==> src/include/cfm_pkg.sv <==
package cfm_pkg;

	// Buffer geometry
	localparam int CFM_BUF_BYTES = 13;
	localparam int CFM_NUM_TX = 3;
	localparam int CFM_ID_BYTES = 4;
	localparam logic [3:0] CFM_LAST_BYTE = 4'hC;

	// Reset values
	localparam logic [2:0] CFM_TX_EMPTY_RST = 3'h7;
	localparam logic [2:0] CFM_ABORT_ACK_RST = 3'h0;
	localparam logic [7:0] CFM_PRIORITY_RST = 8'h00;
	localparam logic [1:0] CFM_HIT_RST = 2'h0;

	// Acceptance filter modes
	typedef enum logic [1:0] {
		CFM_FILT_SINGLE,
		CFM_FILT_DOUBLE,
		CFM_FILT_QUAD,
		CFM_FILT_CLOSED
	} cfm_filt_mode_t;

	// One message buffer, byte 0 first: identifier, payload, length code
	typedef struct packed {
		logic [0:3][7:0] id;
		logic [0:7][7:0] data;
		logic [7:0] dlc;
	} cfm_frame_t;

	// Acceptance pattern or mask, byte 0 faces identifier byte 0
	typedef logic [0:3][7:0] cfm_accept_t;

endpackage

==> src/hdl/cfm_msg_store.sv <==
`timescale 1ns/1ps
module cfm_msg_store (
	input wire logic clk,
	input wire logic reset_n,
	input wire cfm_pkg::cfm_filt_mode_t filter_mode,
	input wire cfm_pkg::cfm_accept_t acceptance_pattern,
	input wire cfm_pkg::cfm_accept_t acceptance_mask,
	input wire logic loopback_en,
	input wire logic rx_irq_en,
	input wire logic tx_irq_en,
	input wire logic ovr_irq_en,
	input wire logic rx_done,
	input wire logic rx_own,
	input wire cfm_pkg::cfm_frame_t rx_frame,
	input wire logic rx_clear,
	input wire logic ovr_clear,
	input wire logic [3:0] fg_rd_addr,
	output logic [7:0] fg_rd_data_ff,
	output logic rx_full_flag_ff,
	output logic [1:0] filter_hit_index_ff,
	output logic rx_overrun_ff,
	output logic rx_ack_en_ff,
	output logic rx_irq_ff,
	output logic ovr_irq_ff,
	input wire logic tx_wr_en,
	input wire logic [1:0] tx_wr_sel,
	input wire logic [3:0] tx_wr_byte,
	input wire logic [7:0] tx_wr_data,
	input wire logic priority_wr_en,
	input wire logic [7:0] priority_wr_data,
	input wire logic [2:0] tx_sched,
	input wire logic [2:0] abort_request,
	input wire logic tx_arb,
	input wire logic tx_done,
	input wire logic tx_fail,
	output logic [2:0] tx_empty_flag_ff,
	output logic [2:0] abort_acknowledge_ff,
	output logic tx_req_ff,
	output logic [1:0] tx_sel_ff,
	output cfm_pkg::cfm_frame_t tx_frame_ff,
	output logic tx_irq_ff
);

	////////////////////////////////////////////////////////////////////////
	// Acceptance filter
	////////////////////////////////////////////////////////////////////////

	logic [7:0] slot_id [4];
	logic [3:0] slot_match;
	logic filt_hit;
	logic [1:0] filt_idx;
	// Route identifier bytes into the four slices according to the mode
	always_comb begin
		for (int k = 0; k < 4; k++) begin
			unique case (filter_mode)
				cfm_pkg::CFM_FILT_SINGLE: slot_id[k] = rx_frame.id[k];
				cfm_pkg::CFM_FILT_DOUBLE: slot_id[k] = rx_frame.id[k % 2];
				cfm_pkg::CFM_FILT_QUAD: slot_id[k] = rx_frame.id[0];
				cfm_pkg::CFM_FILT_CLOSED: slot_id[k] = rx_frame.id[0];
			endcase
		end
	end
	for (genvar k = 0; k < 4; k++) begin : g_slice
		cfm_byte_match u_match (
			.pattern(acceptance_pattern[k]),
			.mask(acceptance_mask[k]),
			.id_byte(slot_id[k]),
			.match(slot_match[k])
		);
	end

	// Combine slices into filters; the lowest matching filter is reported
	always_comb begin
		filt_hit = 1'b0;
		filt_idx = cfm_pkg::CFM_HIT_RST;
		unique case (filter_mode)
			cfm_pkg::CFM_FILT_SINGLE: filt_hit = &slot_match;
			cfm_pkg::CFM_FILT_DOUBLE: begin
				filt_hit = (&slot_match[1:0]) | (&slot_match[3:2]);
				filt_idx = (&slot_match[1:0]) ? 2'h0 : 2'h1;
			end
			cfm_pkg::CFM_FILT_QUAD: begin
				filt_hit = |slot_match;
				if (slot_match[0]) filt_idx = 2'h0;
				else if (slot_match[1]) filt_idx = 2'h1;
				else if (slot_match[2]) filt_idx = 2'h2;
				else filt_idx = 2'h3;
			end
			cfm_pkg::CFM_FILT_CLOSED: filt_hit = 1'b0; // Accepts nothing
		endcase
	end

	////////////////////////////////////////////////////////////////////////
	// Receive FIFO
	////////////////////////////////////////////////////////////////////////

	cfm_pkg::cfm_frame_t bg_ff;
	cfm_pkg::cfm_frame_t fg_ff;
	logic [1:0] bg_hit_ff;
	logic bg_valid_ff, full_eff, drain, ovr, take, own, accept, direct;
	// A clear in this cycle already frees the foreground for a copy
	assign full_eff = rx_full_flag_ff & ~rx_clear;
	assign drain = bg_valid_ff & ~full_eff;
	assign ovr = rx_done & full_eff & bg_valid_ff;
	assign take = rx_done & ~ovr;
	assign own = rx_own & ~loopback_en;
	assign accept = take & filt_hit & ~own;
	assign direct = accept & ~full_eff & ~bg_valid_ff;

	// Background buffer takes every frame unless overrun
	always_ff @(posedge clk) begin
		if (!reset_n) begin
			bg_ff <= '0;
			bg_valid_ff <= 1'b0;
			bg_hit_ff <= cfm_pkg::CFM_HIT_RST;
		end else begin
			if (take) begin
				bg_ff <= rx_frame;
				bg_hit_ff <= filt_idx;
			end
			// Only an accepted frame still waiting for the host stays valid
			if (drain) bg_valid_ff <= accept;
			else if (take) bg_valid_ff <= accept & ~direct;
		end
	end

	// Foreground buffer, flag and hit index; the set wins over a clear
	always_ff @(posedge clk) begin
		if (!reset_n) begin
			fg_ff <= '0;
			rx_full_flag_ff <= 1'b0;
			filter_hit_index_ff <= cfm_pkg::CFM_HIT_RST;
		end else if (drain) begin
			fg_ff <= bg_ff;
			rx_full_flag_ff <= 1'b1;
			filter_hit_index_ff <= bg_hit_ff;
		end else if (direct) begin
			fg_ff <= rx_frame;
			rx_full_flag_ff <= 1'b1;
			filter_hit_index_ff <= filt_idx;
		end else if (rx_clear) begin
			rx_full_flag_ff <= 1'b0;
		end
	end

	// Overrun status is sticky until the host clears it
	always_ff @(posedge clk) begin
		if (!reset_n) rx_overrun_ff <= 1'b0;
		else if (ovr) rx_overrun_ff <= 1'b1;
		else if (ovr_clear) rx_overrun_ff <= 1'b0;
	end

	// Receive events, gated by their enables; acknowledge enable follows ownership, ungated
	always_ff @(posedge clk) begin
		if (!reset_n) begin
			rx_irq_ff <= 1'b0;
			ovr_irq_ff <= 1'b0;
			rx_ack_en_ff <= 1'b1;
		end else begin
			rx_irq_ff <= (drain | direct) & rx_irq_en;
			ovr_irq_ff <= ovr & ovr_irq_en;
			rx_ack_en_ff <= ~own;
		end
	end

	// Host read window onto the foreground; bytes past the buffer read 0
	always_ff @(posedge clk) begin
		if (!reset_n) fg_rd_data_ff <= 8'h00;
		else if (fg_rd_addr <= cfm_pkg::CFM_LAST_BYTE)
			fg_rd_data_ff <= fg_ff[8 * (12 - 32'(fg_rd_addr)) +: 8];
		else fg_rd_data_ff <= 8'h00;
	end

	////////////////////////////////////////////////////////////////////////
	// Transmit buffers
	////////////////////////////////////////////////////////////////////////

	cfm_pkg::cfm_frame_t tx_buf [cfm_pkg::CFM_NUM_TX];
	logic [7:0] local_priority [cfm_pkg::CFM_NUM_TX];
	logic [2:0] abort_pend_ff, cand, abt_go, sent;
	logic [1:0] pick;
	logic on_bus_ff, found, priority_ok;
	// Scheduled buffers without a pending abort compete at arbitration
	always_comb begin
		cand = ~tx_empty_flag_ff & ~abort_pend_ff;
		pick = 2'h0;
		found = 1'b0;
		for (int i = 0; i < cfm_pkg::CFM_NUM_TX; i++) begin
			if (cand[i] && (!found || local_priority[i] < local_priority[pick])) begin
				pick = 2'(i);
				found = 1'b1;
			end
		end
	end

	// An abort is granted only when the buffer is not on the bus
	always_comb begin
		for (int i = 0; i < cfm_pkg::CFM_NUM_TX; i++) begin
			sent[i] = tx_done & on_bus_ff & (tx_sel_ff == 2'(i));
			abt_go[i] = abort_pend_ff[i] & ~tx_empty_flag_ff[i] &
				~(on_bus_ff & (tx_sel_ff == 2'(i)));
		end
	end

	// Host writes are ignored while a buffer is scheduled
	always_ff @(posedge clk) begin
		if (!reset_n) begin
			for (int i = 0; i < cfm_pkg::CFM_NUM_TX; i++) begin
				tx_buf[i] <= '0;
				local_priority[i] <= cfm_pkg::CFM_PRIORITY_RST;
			end
		end else if (tx_wr_sel < 2'h3 && tx_empty_flag_ff[tx_wr_sel]) begin
			if (tx_wr_en && tx_wr_byte <= cfm_pkg::CFM_LAST_BYTE)
				tx_buf[tx_wr_sel][8 * (12 - 32'(tx_wr_byte)) +: 8] <= tx_wr_data;
			if (priority_wr_en)
				local_priority[tx_wr_sel] <= priority_wr_data;
		end
	end

	// Empty, abort acknowledge and abort request per buffer
	always_ff @(posedge clk) begin
		if (!reset_n) begin
			tx_empty_flag_ff <= cfm_pkg::CFM_TX_EMPTY_RST;
			abort_acknowledge_ff <= cfm_pkg::CFM_ABORT_ACK_RST;
			abort_pend_ff <= 3'h0;
		end else begin
			for (int i = 0; i < cfm_pkg::CFM_NUM_TX; i++) begin
				if (sent[i]) begin
					tx_empty_flag_ff[i] <= 1'b1;
					abort_acknowledge_ff[i] <= 1'b0;
					abort_pend_ff[i] <= 1'b0;
				end else if (abt_go[i]) begin
					tx_empty_flag_ff[i] <= 1'b1;
					abort_acknowledge_ff[i] <= 1'b1;
					abort_pend_ff[i] <= 1'b0;
				end else if (tx_sched[i] && tx_empty_flag_ff[i]) begin
					tx_empty_flag_ff[i] <= 1'b0;
					abort_acknowledge_ff[i] <= 1'b0;
				end else if (abort_request[i] && !tx_empty_flag_ff[i]) begin
					abort_pend_ff[i] <= 1'b1;
				end
			end
		end
	end

	// Offer the winner at each arbitration; a failure forces a fresh pick
	always_ff @(posedge clk) begin
		if (!reset_n) begin
			on_bus_ff <= 1'b0;
			tx_req_ff <= 1'b0;
			tx_sel_ff <= 2'h0;
			tx_frame_ff <= '0;
		end else if (on_bus_ff) begin
			if (tx_done || tx_fail) begin
				on_bus_ff <= 1'b0;
				tx_req_ff <= 1'b0;
			end
		end else if (tx_arb) begin
			on_bus_ff <= found;
			tx_req_ff <= found;
			tx_sel_ff <= pick;
			tx_frame_ff <= tx_buf[pick];
		end
	end

	// Transmit event on any release, sent or aborted
	always_ff @(posedge clk) begin
		if (!reset_n) tx_irq_ff <= 1'b0;
		else tx_irq_ff <= ((|sent) | (|abt_go)) & tx_irq_en;
	end

	////////////////////////////////////////////////////////////////////////
	// Checks
	////////////////////////////////////////////////////////////////////////

	// Winner has no larger priority than any other candidate
	always_comb begin
		priority_ok = 1'b1;
		for (int i = 0; i < cfm_pkg::CFM_NUM_TX; i++)
			if (cand[i] && local_priority[i] < local_priority[pick])
				priority_ok = 1'b0;
	end

	AST_RX_COPY: assert property (@(posedge clk) disable iff (!reset_n)
		drain |=> rx_full_flag_ff && fg_ff == $past(bg_ff)
			&& rx_irq_ff == $past(rx_irq_en))
		else $error("pending background frame not copied");
	AST_OVR_KEEP: assert property (@(posedge clk) disable iff (!reset_n)
		ovr |=> bg_ff == $past(bg_ff) && rx_overrun_ff && bg_valid_ff)
		else $error("overrun frame not discarded");
	AST_OWN_STAYS: assert property (@(posedge clk) disable iff (!reset_n)
		(rx_done && own && !drain) |=> $stable(fg_ff) && !rx_irq_ff)
		else $error("own frame reached foreground");
	AST_NO_HIT: assert property (@(posedge clk) disable iff (!reset_n)
		(take && !filt_hit && !drain) |=> $stable(fg_ff) && !bg_valid_ff)
		else $error("rejected frame was accepted");
	AST_SENT_FREE: assert property (@(posedge clk) disable iff (!reset_n)
		(tx_done && on_bus_ff) |=> tx_empty_flag_ff[$past(tx_sel_ff)]
			&& !abort_acknowledge_ff[$past(tx_sel_ff)] && !tx_req_ff)
		else $error("sent buffer not released as sent");
	AST_ABORT_ACK: assert property (@(posedge clk) disable iff (!reset_n)
		(abt_go != 3'h0) |=> (tx_empty_flag_ff & abort_acknowledge_ff
			& $past(abt_go)) == $past(abt_go))
		else $error("abort not acknowledged");
	AST_LOCAL_PRIORITY_PICK: assert property (@(posedge clk) disable iff (!reset_n)
		(tx_arb && !on_bus_ff && found) |-> priority_ok
			##1 (tx_req_ff && tx_sel_ff == $past(pick)))
		else $error("winner is not lowest priority value");
	AST_HIT_SINGLE: assert property (@(posedge clk) disable iff (!reset_n)
		(direct && filter_mode != cfm_pkg::CFM_FILT_QUAD)
			|=> filter_hit_index_ff <= 2'h1)
		else $error("hit index out of range for mode");

endmodule // cfm_msg_store

==> src/hdl/cfm_byte_match.sv <==
`timescale 1ns/1ps
// One maskable 8-bit comparison slice of the acceptance filter
module cfm_byte_match (
	input wire logic [7:0] pattern,
	input wire logic [7:0] mask,
	input wire logic [7:0] id_byte,
	output logic match
);

	// A mask bit of one turns that identifier bit into a don't-care
	assign match = &(~(pattern ^ id_byte) | mask);

endmodule // cfm_byte_match

==> config.mk <==
export PLATFORM = sky130hd
export DESIGN_NAME = cfm_msg_store
export DESIGN_NICKNAME = d
export VERILOG_FILES = /design/src/include/cfm_pkg.sv /design/src/hdl/cfm_msg_store.sv /design/src/hdl/cfm_byte_match.sv
export SDC_FILE = /design/constraint.sdc
export NUM_CORES = 2
export LEC_CHECK = 0
export ABC_CLOCK_PERIOD_IN_PS = 8760
export BUFFER_PORTS_ARGS = -buffer_cell sky130_fd_sc_hd__clkbuf_2
export CAP_MARGIN = 20
export CORE_MARGIN = 3
export CORE_UTILIZATION = 35
export DETAILED_ROUTE_END_ITERATION = 8
export PLACE_DENSITY = 0.49
export REMOVE_ABC_BUFFERS = 1
export SETUP_SLACK_MARGIN = 0.1
export SYNTH_ARGS = -nofsm -noshare
export SYNTH_HDL_FRONTEND = slang
export SYNTH_SLANG_ARGS = --single-unit
==> constraint.sdc <==
create_clock -name clk -period 8.76 [get_ports clk]
set_input_delay 0.876 -clock clk [delete_from_list [all_inputs] [get_ports clk]]
set_output_delay 0.876 -clock clk [all_outputs]
set_load 0.05 [all_outputs]
==> impl_results.md <==
* Main combinational cell family by area after synthesis: simple AND/OR/NAND/NOR gates
* CP Launch Type: input pin
* Vias/cell at 5.25
* Drt first pass iters at 5
* I/O pin count at 346
* Htree depth at 3
* Slowest CP cell: and2_1
* Routed len/inst at 20.7 um
* DR iter-0 viols at 1247
* Tot Pwr at 8.05 mW
* Yosys reg bits at 680
* Grt ovf at 0
* Gate Count Post-Synth at 2996
* Post-synthesis sequential area ratio at 55.2%
* Reg clk slew, reported paths at 0.06 ns
* Nets at 3421
* Die area at 91500 um^2
* Fmax at 181 MHz
* Cell Chain, Critical Path: clkbuf_2, inv_1, ha_1, nor2_1, o21ai_0, ha_1, or4_1, nor3_1, a31oi_1, nor3_1, and2_1, nand2_1, or2_2, nand2_1
* Largest net degree at the start of global routing at 170
* MaxCap Viol Count at 0
* CTS resizes at 0
* Antenna-violating nets left at 0
* Share of layout cells above drive strength 1 at 23.8%
* P&R area growth vs syn at 16.6%
* Required @ worst endpoint at 9.02 ns
* Num CTS Buffers at 79
* Relative slew slack at 26.3%
* Outcome: complete, no violations
* Clock Sinks at 680
* # port buffers at 345
* Tcrit/Tclk final at 63.2%
* Crit Path Max Fanout at 18
* LEAKAGE at 13.4 nW
* Crit Path Class: input pin to flop
* TNS Setup at 0 ns
* Asr flop ratio synth at 0%
* Slew Viols, Final at 0
* Distinct cells, synth at 59
* Largest delay share family, worst path: simple AND/OR/NAND/NOR gates
* GP Congestion at 0.800
* Largest stage delay, worst path at 0.69 ns
* Antenna cells at 0
* Clock Tree Buf Depth at 3
* Core area at 87000 um^2
* Min cycle time layout at 5.54 ns
* Post-Route WL at 91000 um
* Post-synthesis simple-gate area fraction at 16.1%
* Complex-gate fraction of the synthesized area at 13.0%
* EDFF count, synth at 336
* Initial antenna violation count at 3
* Finished Layout Cells at 4399
* XOR/XNOR share of the synthesized area at 0.882%
* First-pass GRT wire length at 139000 um
* Post-DP HPWL at 58100 um
* Commonest non-fill, non-tap cell in the layout: nand2_1
* DR vias at 23082
* Commonest cells after routing, fill and taps aside: nand2_1, clkbuf_2, dfxtp_1
* Multiplexer area fraction after synthesis at 9.82%
* Mean post-synth cell area at 10.3 um^2
* Setup bufs post-CTS at 0
* Main synth FF type: dfxtp_1
* Vias in the first global route at 23495
* Util after Layout at 41.2%
* DP Cell Count at 4250
* Pwr/cell area at 224 nW/um^2
* Crit path capture type: flop
* RSZ-0062 raised after global routing: false
* VDD IR max at 188 uV
* Number of cell rows at 108
* Yosys warns at 0
* Post-Synth Adder-Cell Area at 1.10%
* Residual DRC count at 0
* Buf/Inv on CP at 2
* Tightest Pin Transition at 1.11 ns
* Total GRT Usage at 19.5%
* CTS tree: yes
* Vert. Die Dim at 303 um
* Arrival time worst endpoint at 5.79 ns
* Skew final at 0.0530 ns
* Die outline width at 303 um
* Hold Fails Final Rpt at 0
* Post-Syn Area at 30800 um^2
* CTS hold repair buffers at 0
* Root Driver: clkbuf_16
* Later-pin clock latency in the skew report at 0.64 ns
* Final setup fails at 0
* Worst Hold Class: flop to flop
* Initial Util at 35.4%
-- worst paths after layout --
kind / slack [ns] / start / end / cells after the start
worst max register to register: 3.33 / local_priority[1][5] / tx_frame_ff[57] / 18
worst min register to register: 0.46 / tx_frame_ff[40] / tx_frame_ff[40] / 2
worst min-delay path: 0.46 / tx_frame_ff[40] / tx_frame_ff[40] / 2
worst max-delay path: 3.22 / tx_wr_byte[0] / tx_buf[2][99] / 14
-- report_power, final --
part / switching (mW) / total (mW) / internal (mW)
sequential: 0.0900 / 3.59 / 3.50
clock: 1.38 / 3.35 / 1.98
combinational: 0.762 / 1.10 / 0.335
total: 2.23 / 8.05 / 5.81
-- Yosys cell counts, types with 27 or more instances --
master | instances | area, um^2
o221a_2 | 88 | 991
edfxtp_1 | 336 | 10100
inv_1 | 32 | 120
ha_1 | 27 | 338
a21oi_1 | 35 | 175
and2_1 | 30 | 188
nor3_1 | 315 | 1580
buf_1 | 39 | 146
clkbuf_1 | 215 | 807
nand2_1 | 510 | 1910
o21ai_0 | 233 | 1170
mux2i_1 | 122 | 1220
a21boi_0 | 116 | 871
mux2_2 | 112 | 1260
nor2_1 | 152 | 571
dfxtp_1 | 344 | 6890
-- sequential cells by signal, summed over array words and instances (netlist names), 2 cells and up --
name	flops
fg_rd_data_ff	8
tx_buf	312
bg_ff	104
filter_hit_index_ff	2
abort_acknowledge_ff	3
fg_ff	104
abort_pend_ff	3
local_priority	24
tx_sel_ff	2
tx_empty_flag_ff	3
bg_hit_ff	2
tx_frame_ff	104
-- routing by layer --
metal  vias to the layer above  wire [um]  GRT usage [%]
met4                         2       2620           6.08
met2                       554      45900           35.2
met3                       145       4500           3.21
met5                         -         13              0
li1                      11128          -              -
met1                     11253      38000           23.7
-- stage by stage --
| stage | instance area (um^2) | hold WS [ns] | setup WS, ns |
|---|---|---|---|
| finish | 35900 | 0.455 | 3.22 |
| global route | 35900 | 0.426 | 2.90 |
| CTS | 35900 | 0.412 | 3.26 |
| detailed placement | 33200 | 0.447 | 2.59 |
| global placement | 33200 | 0.438 | 2.59 |
| floorplan | 29700 | 0.443 | -0.0877 |
-- worst reg2reg max path: stages, from the launching register on --
cell and delay [ns]:
edfxtp_1 0.41, ha_1 0.33, a21o_1 0.17, a21o_1 0.17, a21oi_1 0.15, o211a_1 0.21, or2_4 0.48, a21oi_1 0.17
ha_1 0.34, nand4_1 0.16, inv_1 0.09, a221oi_1 0.08, o21a_1 0.21, nand3_1 0.10, nor3_1 0.07, nor3_2 0.78
buf_4 0.79, o21ai_0 0.41, o21ai_0 0.24
-- kinds of logic (layout without fill, tap and decap cells) --
family,count (synthesis),count (layout)
compound gates,570,570
xor+xnor,31,31
fa+ha+maj,27,27
buf+inv,311,559
flops,680,680
mux,258,258
simple gates,1119,1119
-- area by class of cell --
type | count | area, um^2
multi-input cells | 2005 | 12600
inverters | 32 | 120
well taps | 1155 | 1450
flip-flops and latches | 680 | 17000
clock inverters | 30 | 349
fillers | 8516 | 51100
clock buffers | 118 | 2320
repair buffers | 379 | 2020
Note: power is estimated with default switching activity, not from simulation.
